## src/design/tsp_regs.svh

```systemverilog
// register offsets, bit positions, reset values and prescaler taps of the timer sync block
`ifndef TSP_REGS_SVH
`define TSP_REGS_SVH

// ****************************************
// offsets in data space
// ****************************************
`define TSP_OFF_GEN      8'h43
`define TSP_OFF_STAT     8'hB6
`define TSP_OFF_CTLA     8'hB0
`define TSP_OFF_CTLB     8'hB1
`define TSP_OFF_CNT      8'hB2
`define TSP_OFF_CMPA     8'hB3
`define TSP_OFF_CMPB     8'hB4
`define TSP_OFF_MASK     8'h70
`define TSP_OFF_FLAG     8'h37
`define TSP_IO_DISP      8'h20

// ****************************************
// field positions
// ****************************************
`define TSP_BIT_SYNC     7
`define TSP_BIT_APR      1
`define TSP_BIT_SPR      0
`define TSP_BIT_EXT      6
`define TSP_BIT_ASEL     5
`define TSP_BIT_OVF      0
`define TSP_BIT_OVIE     0
`define TSP_BIT_PWM      0
`define TSP_BUSY_CNT     4
`define TSP_BUSY_CMPA    3
`define TSP_BUSY_CMPB    2
`define TSP_BUSY_CTLA    1
`define TSP_BUSY_CTLB    0

// ****************************************
// reset values and counter limits
// ****************************************
`define TSP_RST_BYTE     8'h00
`define TSP_BOTTOM       8'h00
`define TSP_TOP          8'hFF

// ****************************************
// prescaler tap masks per clock select
// ****************************************
`define TSP_MASK_DIV1    10'h000
`define TSP_MASK_DIV8    10'h007
`define TSP_MASK_DIV32   10'h01F
`define TSP_MASK_DIV64   10'h03F
`define TSP_MASK_DIV128  10'h07F
`define TSP_MASK_DIV256  10'h0FF
`define TSP_MASK_DIV1024 10'h3FF

`endif

```

## src/design/tsp_pkg.sv

```systemverilog
// types shared by the timer sync block
`default_nettype none
package tsp_pkg;

  typedef enum logic {TSP_UP, TSP_DOWN} tsp_dir_t;

  typedef struct packed {
    logic [7:0] cnt;
    logic [7:0] cmpa;
    logic [7:0] cmpb;
    logic [7:0] ctla;
    logic [7:0] ctlb;
  } tsp_tregs_t;

  typedef struct packed {
    logic [7:0] addr;
    logic [7:0] wdata;
    logic       wr;
    logic       rd;
  } tsp_bus_t;

  typedef struct packed {
    tsp_tregs_t  tregs;
    tsp_tregs_t  temp;
    logic [4:0]  busy;
    logic        ext;
    logic        asel;
    logic        sync_mode;
    logic        apr;
    logic        spr;
    logic        ovf;
    logic        ovie;
    logic [9:0]  presc;
    tsp_dir_t    dir;
    logic        osc_s1;
    logic        osc_s2;
    logic        osc_s3;
    logic [7:0]  rdata;
    logic        irq;
    logic        ext_buf;
    logic        osc_run;
    logic        apr_o;
    logic        spr_o;
  } tsp_state_t;

endpackage
`default_nettype wire

```

## src/design/tsp_timer_sync.sv

```systemverilog
// timer two overflow flag, async clock select, update-busy flags and prescaler reset control
`timescale 1ns/1ps
`default_nettype none
`include "tsp_regs.svh"

// Summary of operation
// - overflow flag sets whenever the eight-bit counter overflows.
// - overflow flag clears when the processor enters its interrupt vector.
// - writing one to the overflow flag clears it; zero leaves it.
// - interrupt requested only when global enable, overflow enable and flag are one.
// - in PWM mode flag sets when counter turns direction at bottom.
// - external clock bit plus async select enables the oscillator pin input buffer.
// - crystal oscillator runs only while the external clock bit is zero.
// - async select zero clocks from io clock, one from oscillator pin.
// - async write to a timer register sets its busy flag until transferred.
// - busy flag zero means that register accepts a new value.
// - sync mode holds both written prescaler reset bits, halting the timers.
// - writing sync mode zero clears both prescaler reset bits together.
// - async prescaler reset bit resets prescaler and clears unless sync mode.
// - written in async operation, it reads one until the reset completes.
// - shared prescaler reset bit clears immediately unless sync mode is active.
// - general control register also reachable in short io space, offset minus displacement.
module tsp_timer_sync
  import tsp_pkg::*;
(
  input  wire logic       MCLK_I,
  input  wire logic       RESET_I,
  input  wire logic [7:0] ADDR_I,
  input  wire logic       IO_SPACE_I,
  input  wire logic       WR_I,
  input  wire logic       RD_I,
  input  wire logic [7:0] WDATA_I,
  input  wire logic       GLOBAL_IRQ_EN_I,
  input  wire logic       OVF_VECTOR_ACK_I,
  input  wire logic       TIMER_OSC_PIN_I,
  output logic      [7:0] RDATA_O,
  output logic            OVF_IRQ_O,
  output logic            EXT_BUF_EN_O,
  output logic            OSC_RUN_O,
  output logic            ASYNC_PRESC_RST_O,
  output logic            SHARED_PRESC_RST_O,
  output logic      [7:0] COUNT_O
);

  tsp_state_t r;
  tsp_state_t r_nxt;
  tsp_bus_t   bus;
  logic       osc_edge;
  logic       tick;
  logic       count_en;
  logic       ovf_set;
  logic       ovf_clr;
  logic       wr_gen;
  logic       wr_cnt;
  logic [9:0] tap;

  // ****************************************
  // bus decode
  // ****************************************
  always_comb begin
    bus.wdata = WDATA_I;
    bus.wr    = WR_I;
    bus.rd    = RD_I;
    if (IO_SPACE_I) begin
      bus.addr = 8'(ADDR_I + `TSP_IO_DISP);
    end else begin
      bus.addr = ADDR_I;
    end
  end

  assign wr_gen = bus.wr && (bus.addr == `TSP_OFF_GEN);
  assign wr_cnt = bus.wr && (bus.addr == `TSP_OFF_CNT);

  // ****************************************
  // timer clock source and prescaler taps
  // ****************************************
  assign osc_edge = r.osc_s2 && !r.osc_s3;
  assign tick     = r.asel ? osc_edge : 1'b1;

  always_comb begin
    case (r.tregs.ctlb[2:0])
      3'h2:    tap = `TSP_MASK_DIV8;
      3'h3:    tap = `TSP_MASK_DIV32;
      3'h4:    tap = `TSP_MASK_DIV64;
      3'h5:    tap = `TSP_MASK_DIV128;
      3'h6:    tap = `TSP_MASK_DIV256;
      3'h7:    tap = `TSP_MASK_DIV1024;
      default: tap = `TSP_MASK_DIV1;
    endcase
  end

  // a held async prescaler reset (apr) stops counting; the shared one (spr) does not
  assign count_en = tick && !r.apr && (r.tregs.ctlb[2:0] != 3'h0) &&
                    ((r.presc & tap) == tap);

  // ****************************************
  // next state
  // ****************************************
  always_comb begin
    r_nxt   = r;
    ovf_set = 1'b0;
    ovf_clr = OVF_VECTOR_ACK_I;

    r_nxt.osc_s1 = TIMER_OSC_PIN_I;
    r_nxt.osc_s2 = r.osc_s1;
    r_nxt.osc_s3 = r.osc_s2;

    // prescaler and counter
    if (r.apr && tick) begin
      r_nxt.presc = 10'h000;
    end else if (tick && (r.tregs.ctlb[2:0] != 3'h0)) begin
      r_nxt.presc = r.presc + 10'h001;
    end
    if (count_en) begin
      if (r.tregs.ctla[`TSP_BIT_PWM]) begin
        if (r.dir == TSP_UP) begin
          if (r.tregs.cnt == `TSP_TOP) begin
            r_nxt.dir       = TSP_DOWN;
            r_nxt.tregs.cnt = r.tregs.cnt - 8'h01;
          end else begin
            r_nxt.tregs.cnt = r.tregs.cnt + 8'h01;
          end
        end else if (r.tregs.cnt == `TSP_BOTTOM) begin
          r_nxt.dir       = TSP_UP;
          r_nxt.tregs.cnt = r.tregs.cnt + 8'h01;
          ovf_set         = 1'b1;
        end else begin
          r_nxt.tregs.cnt = r.tregs.cnt - 8'h01;
        end
      end else begin
        r_nxt.dir       = TSP_UP;
        r_nxt.tregs.cnt = r.tregs.cnt + 8'h01;
        ovf_set         = (r.tregs.cnt == `TSP_TOP);
      end
    end

    // temporary storage moves into the timer registers on an oscillator tick
    if (r.asel && osc_edge) begin
      if (r.busy[`TSP_BUSY_CNT]) begin
        r_nxt.tregs.cnt = r.temp.cnt;
      end
      if (r.busy[`TSP_BUSY_CMPA]) begin
        r_nxt.tregs.cmpa = r.temp.cmpa;
      end
      if (r.busy[`TSP_BUSY_CMPB]) begin
        r_nxt.tregs.cmpb = r.temp.cmpb;
      end
      if (r.busy[`TSP_BUSY_CTLA]) begin
        r_nxt.tregs.ctla = r.temp.ctla;
      end
      if (r.busy[`TSP_BUSY_CTLB]) begin
        r_nxt.tregs.ctlb = r.temp.ctlb;
      end
      r_nxt.busy = 5'h00;
    end

    // prescaler reset bits release unless sync mode holds them
    if (!r.sync_mode) begin
      if (tick) begin
        r_nxt.apr = 1'b0;
      end
      r_nxt.spr = 1'b0;
    end

    // register writes
    if (bus.wr) begin
      if (bus.addr == `TSP_OFF_GEN) begin
        r_nxt.sync_mode = bus.wdata[`TSP_BIT_SYNC];
        if (r.sync_mode && !bus.wdata[`TSP_BIT_SYNC]) begin
          r_nxt.apr = 1'b0;
          r_nxt.spr = 1'b0;
        end else begin
          r_nxt.apr = bus.wdata[`TSP_BIT_APR] || (r.apr && !tick);
          r_nxt.spr = bus.wdata[`TSP_BIT_SPR];
        end
      end else if (bus.addr == `TSP_OFF_STAT) begin
        r_nxt.ext  = bus.wdata[`TSP_BIT_EXT];
        r_nxt.asel = bus.wdata[`TSP_BIT_ASEL];
      end else if (bus.addr == `TSP_OFF_MASK) begin
        r_nxt.ovie = bus.wdata[`TSP_BIT_OVIE];
      end else if (bus.addr == `TSP_OFF_FLAG) begin
        ovf_clr = ovf_clr || bus.wdata[`TSP_BIT_OVF];
      end else if (r.asel) begin
        // async operation: stage the value and flag it busy
        if (bus.addr == `TSP_OFF_CNT) begin
          r_nxt.temp.cnt = bus.wdata;
          r_nxt.busy[`TSP_BUSY_CNT] = 1'b1;
        end else if (bus.addr == `TSP_OFF_CMPA) begin
          r_nxt.temp.cmpa = bus.wdata;
          r_nxt.busy[`TSP_BUSY_CMPA] = 1'b1;
        end else if (bus.addr == `TSP_OFF_CMPB) begin
          r_nxt.temp.cmpb = bus.wdata;
          r_nxt.busy[`TSP_BUSY_CMPB] = 1'b1;
        end else if (bus.addr == `TSP_OFF_CTLA) begin
          r_nxt.temp.ctla = bus.wdata;
          r_nxt.busy[`TSP_BUSY_CTLA] = 1'b1;
        end else if (bus.addr == `TSP_OFF_CTLB) begin
          r_nxt.temp.ctlb = bus.wdata;
          r_nxt.busy[`TSP_BUSY_CTLB] = 1'b1;
        end
      end else begin
        if (bus.addr == `TSP_OFF_CNT) begin
          r_nxt.tregs.cnt = bus.wdata;
        end else if (bus.addr == `TSP_OFF_CMPA) begin
          r_nxt.tregs.cmpa = bus.wdata;
        end else if (bus.addr == `TSP_OFF_CMPB) begin
          r_nxt.tregs.cmpb = bus.wdata;
        end else if (bus.addr == `TSP_OFF_CTLA) begin
          r_nxt.tregs.ctla = bus.wdata;
        end else if (bus.addr == `TSP_OFF_CTLB) begin
          r_nxt.tregs.ctlb = bus.wdata;
        end
      end
    end

    // a new overflow beats a clear in the same cycle
    r_nxt.ovf = ovf_set || (r.ovf && !ovf_clr);

    // register reads
    r_nxt.rdata = `TSP_RST_BYTE;
    if (bus.rd) begin
      if (bus.addr == `TSP_OFF_GEN) begin
        r_nxt.rdata = {r.sync_mode, 5'h00, r.apr, r.spr};
      end else if (bus.addr == `TSP_OFF_STAT) begin
        r_nxt.rdata = {1'b0, r.ext, r.asel, r.busy};
      end else if (bus.addr == `TSP_OFF_MASK) begin
        r_nxt.rdata = {7'h00, r.ovie};
      end else if (bus.addr == `TSP_OFF_FLAG) begin
        r_nxt.rdata = {7'h00, r.ovf};
      end else if (bus.addr == `TSP_OFF_CNT) begin
        r_nxt.rdata = r.tregs.cnt;
      end else if (bus.addr == `TSP_OFF_CMPA) begin
        r_nxt.rdata = r.tregs.cmpa;
      end else if (bus.addr == `TSP_OFF_CMPB) begin
        r_nxt.rdata = r.tregs.cmpb;
      end else if (bus.addr == `TSP_OFF_CTLA) begin
        r_nxt.rdata = r.tregs.ctla;
      end else if (bus.addr == `TSP_OFF_CTLB) begin
        r_nxt.rdata = r.tregs.ctlb;
      end
    end

    // outputs
    r_nxt.irq     = GLOBAL_IRQ_EN_I && r.ovie && r.ovf;
    r_nxt.ext_buf = r.ext && r.asel;
    r_nxt.osc_run = !r.ext;
    r_nxt.apr_o   = r.apr;
    r_nxt.spr_o   = r.spr;
  end

  // ****************************************
  // state register
  // ****************************************
  always_ff @(posedge MCLK_I) begin
    if (RESET_I) begin
      r <= '0;
    end else begin
      r <= r_nxt;
    end
  end

  assign RDATA_O            = r.rdata;
  assign OVF_IRQ_O          = r.irq;
  assign EXT_BUF_EN_O       = r.ext_buf;
  assign OSC_RUN_O          = r.osc_run;
  assign ASYNC_PRESC_RST_O  = r.apr_o;
  assign SHARED_PRESC_RST_O = r.spr_o;
  assign COUNT_O            = r.tregs.cnt;
endmodule
`default_nettype wire

```

## config.mk

```make
export PLATFORM = sky130hd
export DESIGN_NAME = tsp_timer_sync
export DESIGN_NICKNAME = d
export VERILOG_FILES = /design/src/design/tsp_pkg.sv /design/src/design/tsp_timer_sync.sv
export VERILOG_INCLUDE_DIRS = /design/src /design/src/design
export SDC_FILE = /design/constraint.sdc
export NUM_CORES = 1
export LEC_CHECK = 0
export ABC_CLOCK_PERIOD_IN_PS = 2000
export BUFFER_PORTS_ARGS = -buffer_cell sky130_fd_sc_hd__buf_4
export CAP_MARGIN = 20
export CORE_ASPECT_RATIO = 0.75
export CORE_MARGIN = 8
export CORE_UTILIZATION = 54
export DETAILED_ROUTE_END_ITERATION = 8
export HOLD_SLACK_MARGIN = 0.06
export PLACE_DENSITY_LB_ADDON = 0.15
export SETUP_SLACK_MARGIN = 0.2
export SKIP_LAST_GASP = 1
export SLEW_MARGIN = 20
export SYNTH_ARGS = -nofsm -noshare
export SYNTH_HDL_FRONTEND = slang
export SYNTH_SLANG_ARGS = --single-unit
```

## constraint.sdc

```tcl
create_clock -name MCLK_I -period 2 [get_ports MCLK_I]
set_input_delay 0 -clock MCLK_I [delete_from_list [all_inputs] [get_ports MCLK_I]]
set_output_delay 0 -clock MCLK_I [all_outputs]
set_load 0.02 [all_outputs]
```

==> flow_metrics.env <==
export IMPL_status="completed"
export IMPL_synth_top_family_by_area="simple AND/OR/NAND/NOR gates"
export IMPL_pwr_share_seq=0.429
export IMPL_ys_seq_elements=119
export IMPL_leakage_uw=0.00290
export IMPL_core_area_um2=10800
export IMPL_via_per_inst=5.91
export IMPL_synth_adder_area_share=0.0105
export IMPL_min_path_type="input port to flop"
export IMPL_layout_commonest_cell="buf_4"
export IMPL_syn_inst=721
export IMPL_synth_cell_types=62
export IMPL_fin_area_um2=7750
export IMPL_cp_start_kind="flop"
export IMPL_drt_iter0_drc=492
export IMPL_grt_use_total=0.240
export IMPL_grt_pass1_vias=5470
export IMPL_overflow=0
export IMPL_arrival_ps=2240
export IMPL_synth_edf_count=0
export IMPL_synth_compound_area_frac=0.173
export IMPL_numCtsBuffers=17
export IMPL_min_period_ps=1950
export IMPL_yosysWarnings=0
export IMPL_gp_congestion=0.902
export IMPL_cts_path_max_buffers=2
export IMPL_finalNetCount=839
export IMPL_p_int_uw=4270
export IMPL_synth_fp_nets=750
export IMPL_crit_chain="inv_4 > ha_4 > nor2b_4 > and4b_2 > o21ai_0 > a21oi_2 > xor2_1 > nor2_1 > o41ai_2"
export IMPL_synthDominantCellAreaShare=0.401
export IMPL_layout_drive_gt1_share=0.276
export IMPL_syn_area_um2=5950
export IMPL_relSlewSlack=0.605
export IMPL_yosysSeqAreaShare=0.401
export IMPL_final_cells=963
export IMPL_grt_pass1_wl_mm=28.0
export IMPL_cp_end_kind="flop"
export IMPL_port_buffer_count=44
export IMPL_io_pins=45
export IMPL_die_w_um=137
export IMPL_p_switching_uw=1280
export IMPL_swShare=0.231
export IMPL_cts_tree="yes"
export IMPL_final_cell_mix="buf_4 (113), nor2_1 (105), dfxtp_1 (102)"
export IMPL_multi_input_area_um2=3430
export IMPL_clock_sinks=119
export IMPL_path_buf_inv=1
export IMPL_p_total_uw=5550
export IMPL_skew_ps=6.68
export IMPL_dpl_hpwl_mm=12.2
export IMPL_clkLatencyLatePin_ps=410
export IMPL_synthArstFlopShare=0
export IMPL_max_vdd_ir_drop_uv=574
export IMPL_synth_simple_area_share=0.251
export IMPL_rsz0062_at_grt="yes"
export IMPL_hold_viol=0
export IMPL_cts_max_level=4
export IMPL_setup_viol=0
export IMPL_clk_pin_slew_worst_paths_ps=60
export IMPL_synthXorXnorAreaFrac=0.0236
export IMPL_worst_endpoint_required_ps=2290
export IMPL_grt_start_max_net_pins=52
export IMPL_critPathKind="flop to flop"
export IMPL_clkPwrFrac=0.519
export IMPL_cap_violations=0
export IMPL_dr_pass1_iters=5
export IMPL_die_h_um=107
export IMPL_min_period_over_period=0.974
export IMPL_synth_area_per_cell_um2=8.25
export IMPL_postRouteAntennaNets=0
export IMPL_placed_cells=903
export IMPL_vias=5696
export IMPL_num_fill_cells=840
export IMPL_post_dp_cell_area_um2=6700
export IMPL_die_area_um2=14700
export IMPL_fp_row_count=33
export IMPL_muxShareOfSynthArea=0.0781
export IMPL_route_detailed_drc=0
export IMPL_fin_hold_ws_ps=84.4
export IMPL_synthTopCellsByArea="dfxtp_1 (40%), mux2i_1 (7.2%), nor2_1 (6.8%)"
export IMPL_worst_slew_pin_transition_ps=592
export IMPL_crit_path_max_incr_delay_ps=370
export IMPL_critPathSlowestCell="dfxtp_4"
export IMPL_combPwrFrac=0.052
export IMPL_wl_per_cell_um=18.5
export IMPL_yosys_area_top_type="dfxtp_1"
export IMPL_antenna_found_initial=0
export IMPL_crit_family="simple AND/OR/NAND/NOR gates"
export IMPL_max_freq_mhz=513
export IMPL_syn2layout_area_growth_pct=30.4
export IMPL_synth_top_flop_cell="dfxtp_1"
export IMPL_start_util=0.550
export IMPL_cts_root_buf="clkbuf_16"
export IMPL_p_per_area_nw_per_um2=716
export IMPL_final_max_slew_viol_count=0
export IMPL_drt_total_wl_mm=17.8
export IMPL_antenna_cells=0
export IMPL_regArea_um2=2410
export IMPL_critPathMaxFanout=5
-- stage by stage --
stage	utilization	setup WS (ps)	setup TNS (ps)
after floorplan	-	32.2	0
after global placement	0.619	-122	-556
after detailed placement	0.619	-139	-1340
after CTS	0.705	145	0
after global routing	0.717	-11.6	-11.6
final	0.717	52.4	0
-- sequential cells by signal, indices dropped and copies added (netlist names) --
name	count
r	98
COUNT_O	8
RDATA_O	8
ASYNC_PRESC_RST_O	1
EXT_BUF_EN_O	1
OSC_RUN_O	1
OVF_IRQ_O	1
SHARED_PRESC_RST_O	1
-- worst paths after layout --
kind	start	cells after the start	slack, ps	end
setup / recovery	COUNT_O[1]	9	50	COUNT_O[2]
hold reg to reg	r[15]	1	430	r[14]
setup reg to reg	COUNT_O[1]	9	50	COUNT_O[2]
hold / removal	RESET_I	4	80	RDATA_O[0]
-- layer usage --
metal,vias up,track usage,share of wire
met3,23,0.0593,0.080
met2,225,0.369,0.44
li1,2741,-,-
met5,-,0,0
met1,2707,0.327,0.47
met4,0,0.0673,0.012
-- area by class of cell --
| cell class | instances | area share |
|---|---|---|
| flip-flops and latches | 119 | 0.311 |
| repair buffers | 137 | 0.146 |
| clock inverters | 10 | 0.0128 |
| multi-input cells | 525 | 0.442 |
| clock buffers | 22 | 0.0599 |
| well taps | 140 | 0.0226 |
| inverters | 10 | 0.00549 |
-- cell families after synthesis --
group / after synthesis
AO/OA/AOI/OAI: 143
XOR/XNOR: 16
adder cells (fa/ha/maj): 5
buffers and inverters: 77
flip-flops: 119
multiplexers: 46
AND/OR/NAND/NOR: 315
-- worst min-delay path, delay by kind of cell --
| kind | cells | cell delay, ps |
|---|---|---|
| and+or+nand+nor | 1 | 160 |
| AOI/OAI and AO/OA | 1 | 80 |
| buffers and inverters | 2 | 200 |
-- cell usage after synthesis (all sizes together) (11+ instances only) --
cell type	number
clkbuf	35
nor3	11
a21oi	39
dfxtp	119
mux2i	43
nor2	109
buf	32
a311oi	35
nand3	53
o21ai	27
nand2	86
-- repair_timing --
action                     CTS  global route
gates resized for setup     49            22
hold buffers                12             0
buffers inserted            11             5
hold endpoints to repair    85             0
setup endpoints to repair    9            72
pin swaps                   21            17
-- power groups by stage --
stage / clock [uW] / combinational, uW / sequential (uW)
after detailed placement: 0 / 254 / 2430
after CTS: 2890 / 280 / 2380
after global placement: 0 / 250 / 2430
after floorplan: 0 / 136 / 2430
after global routing: 3010 / 308 / 2380
final: 2880 / 290 / 2380
(Power assumes the default switching activity.)
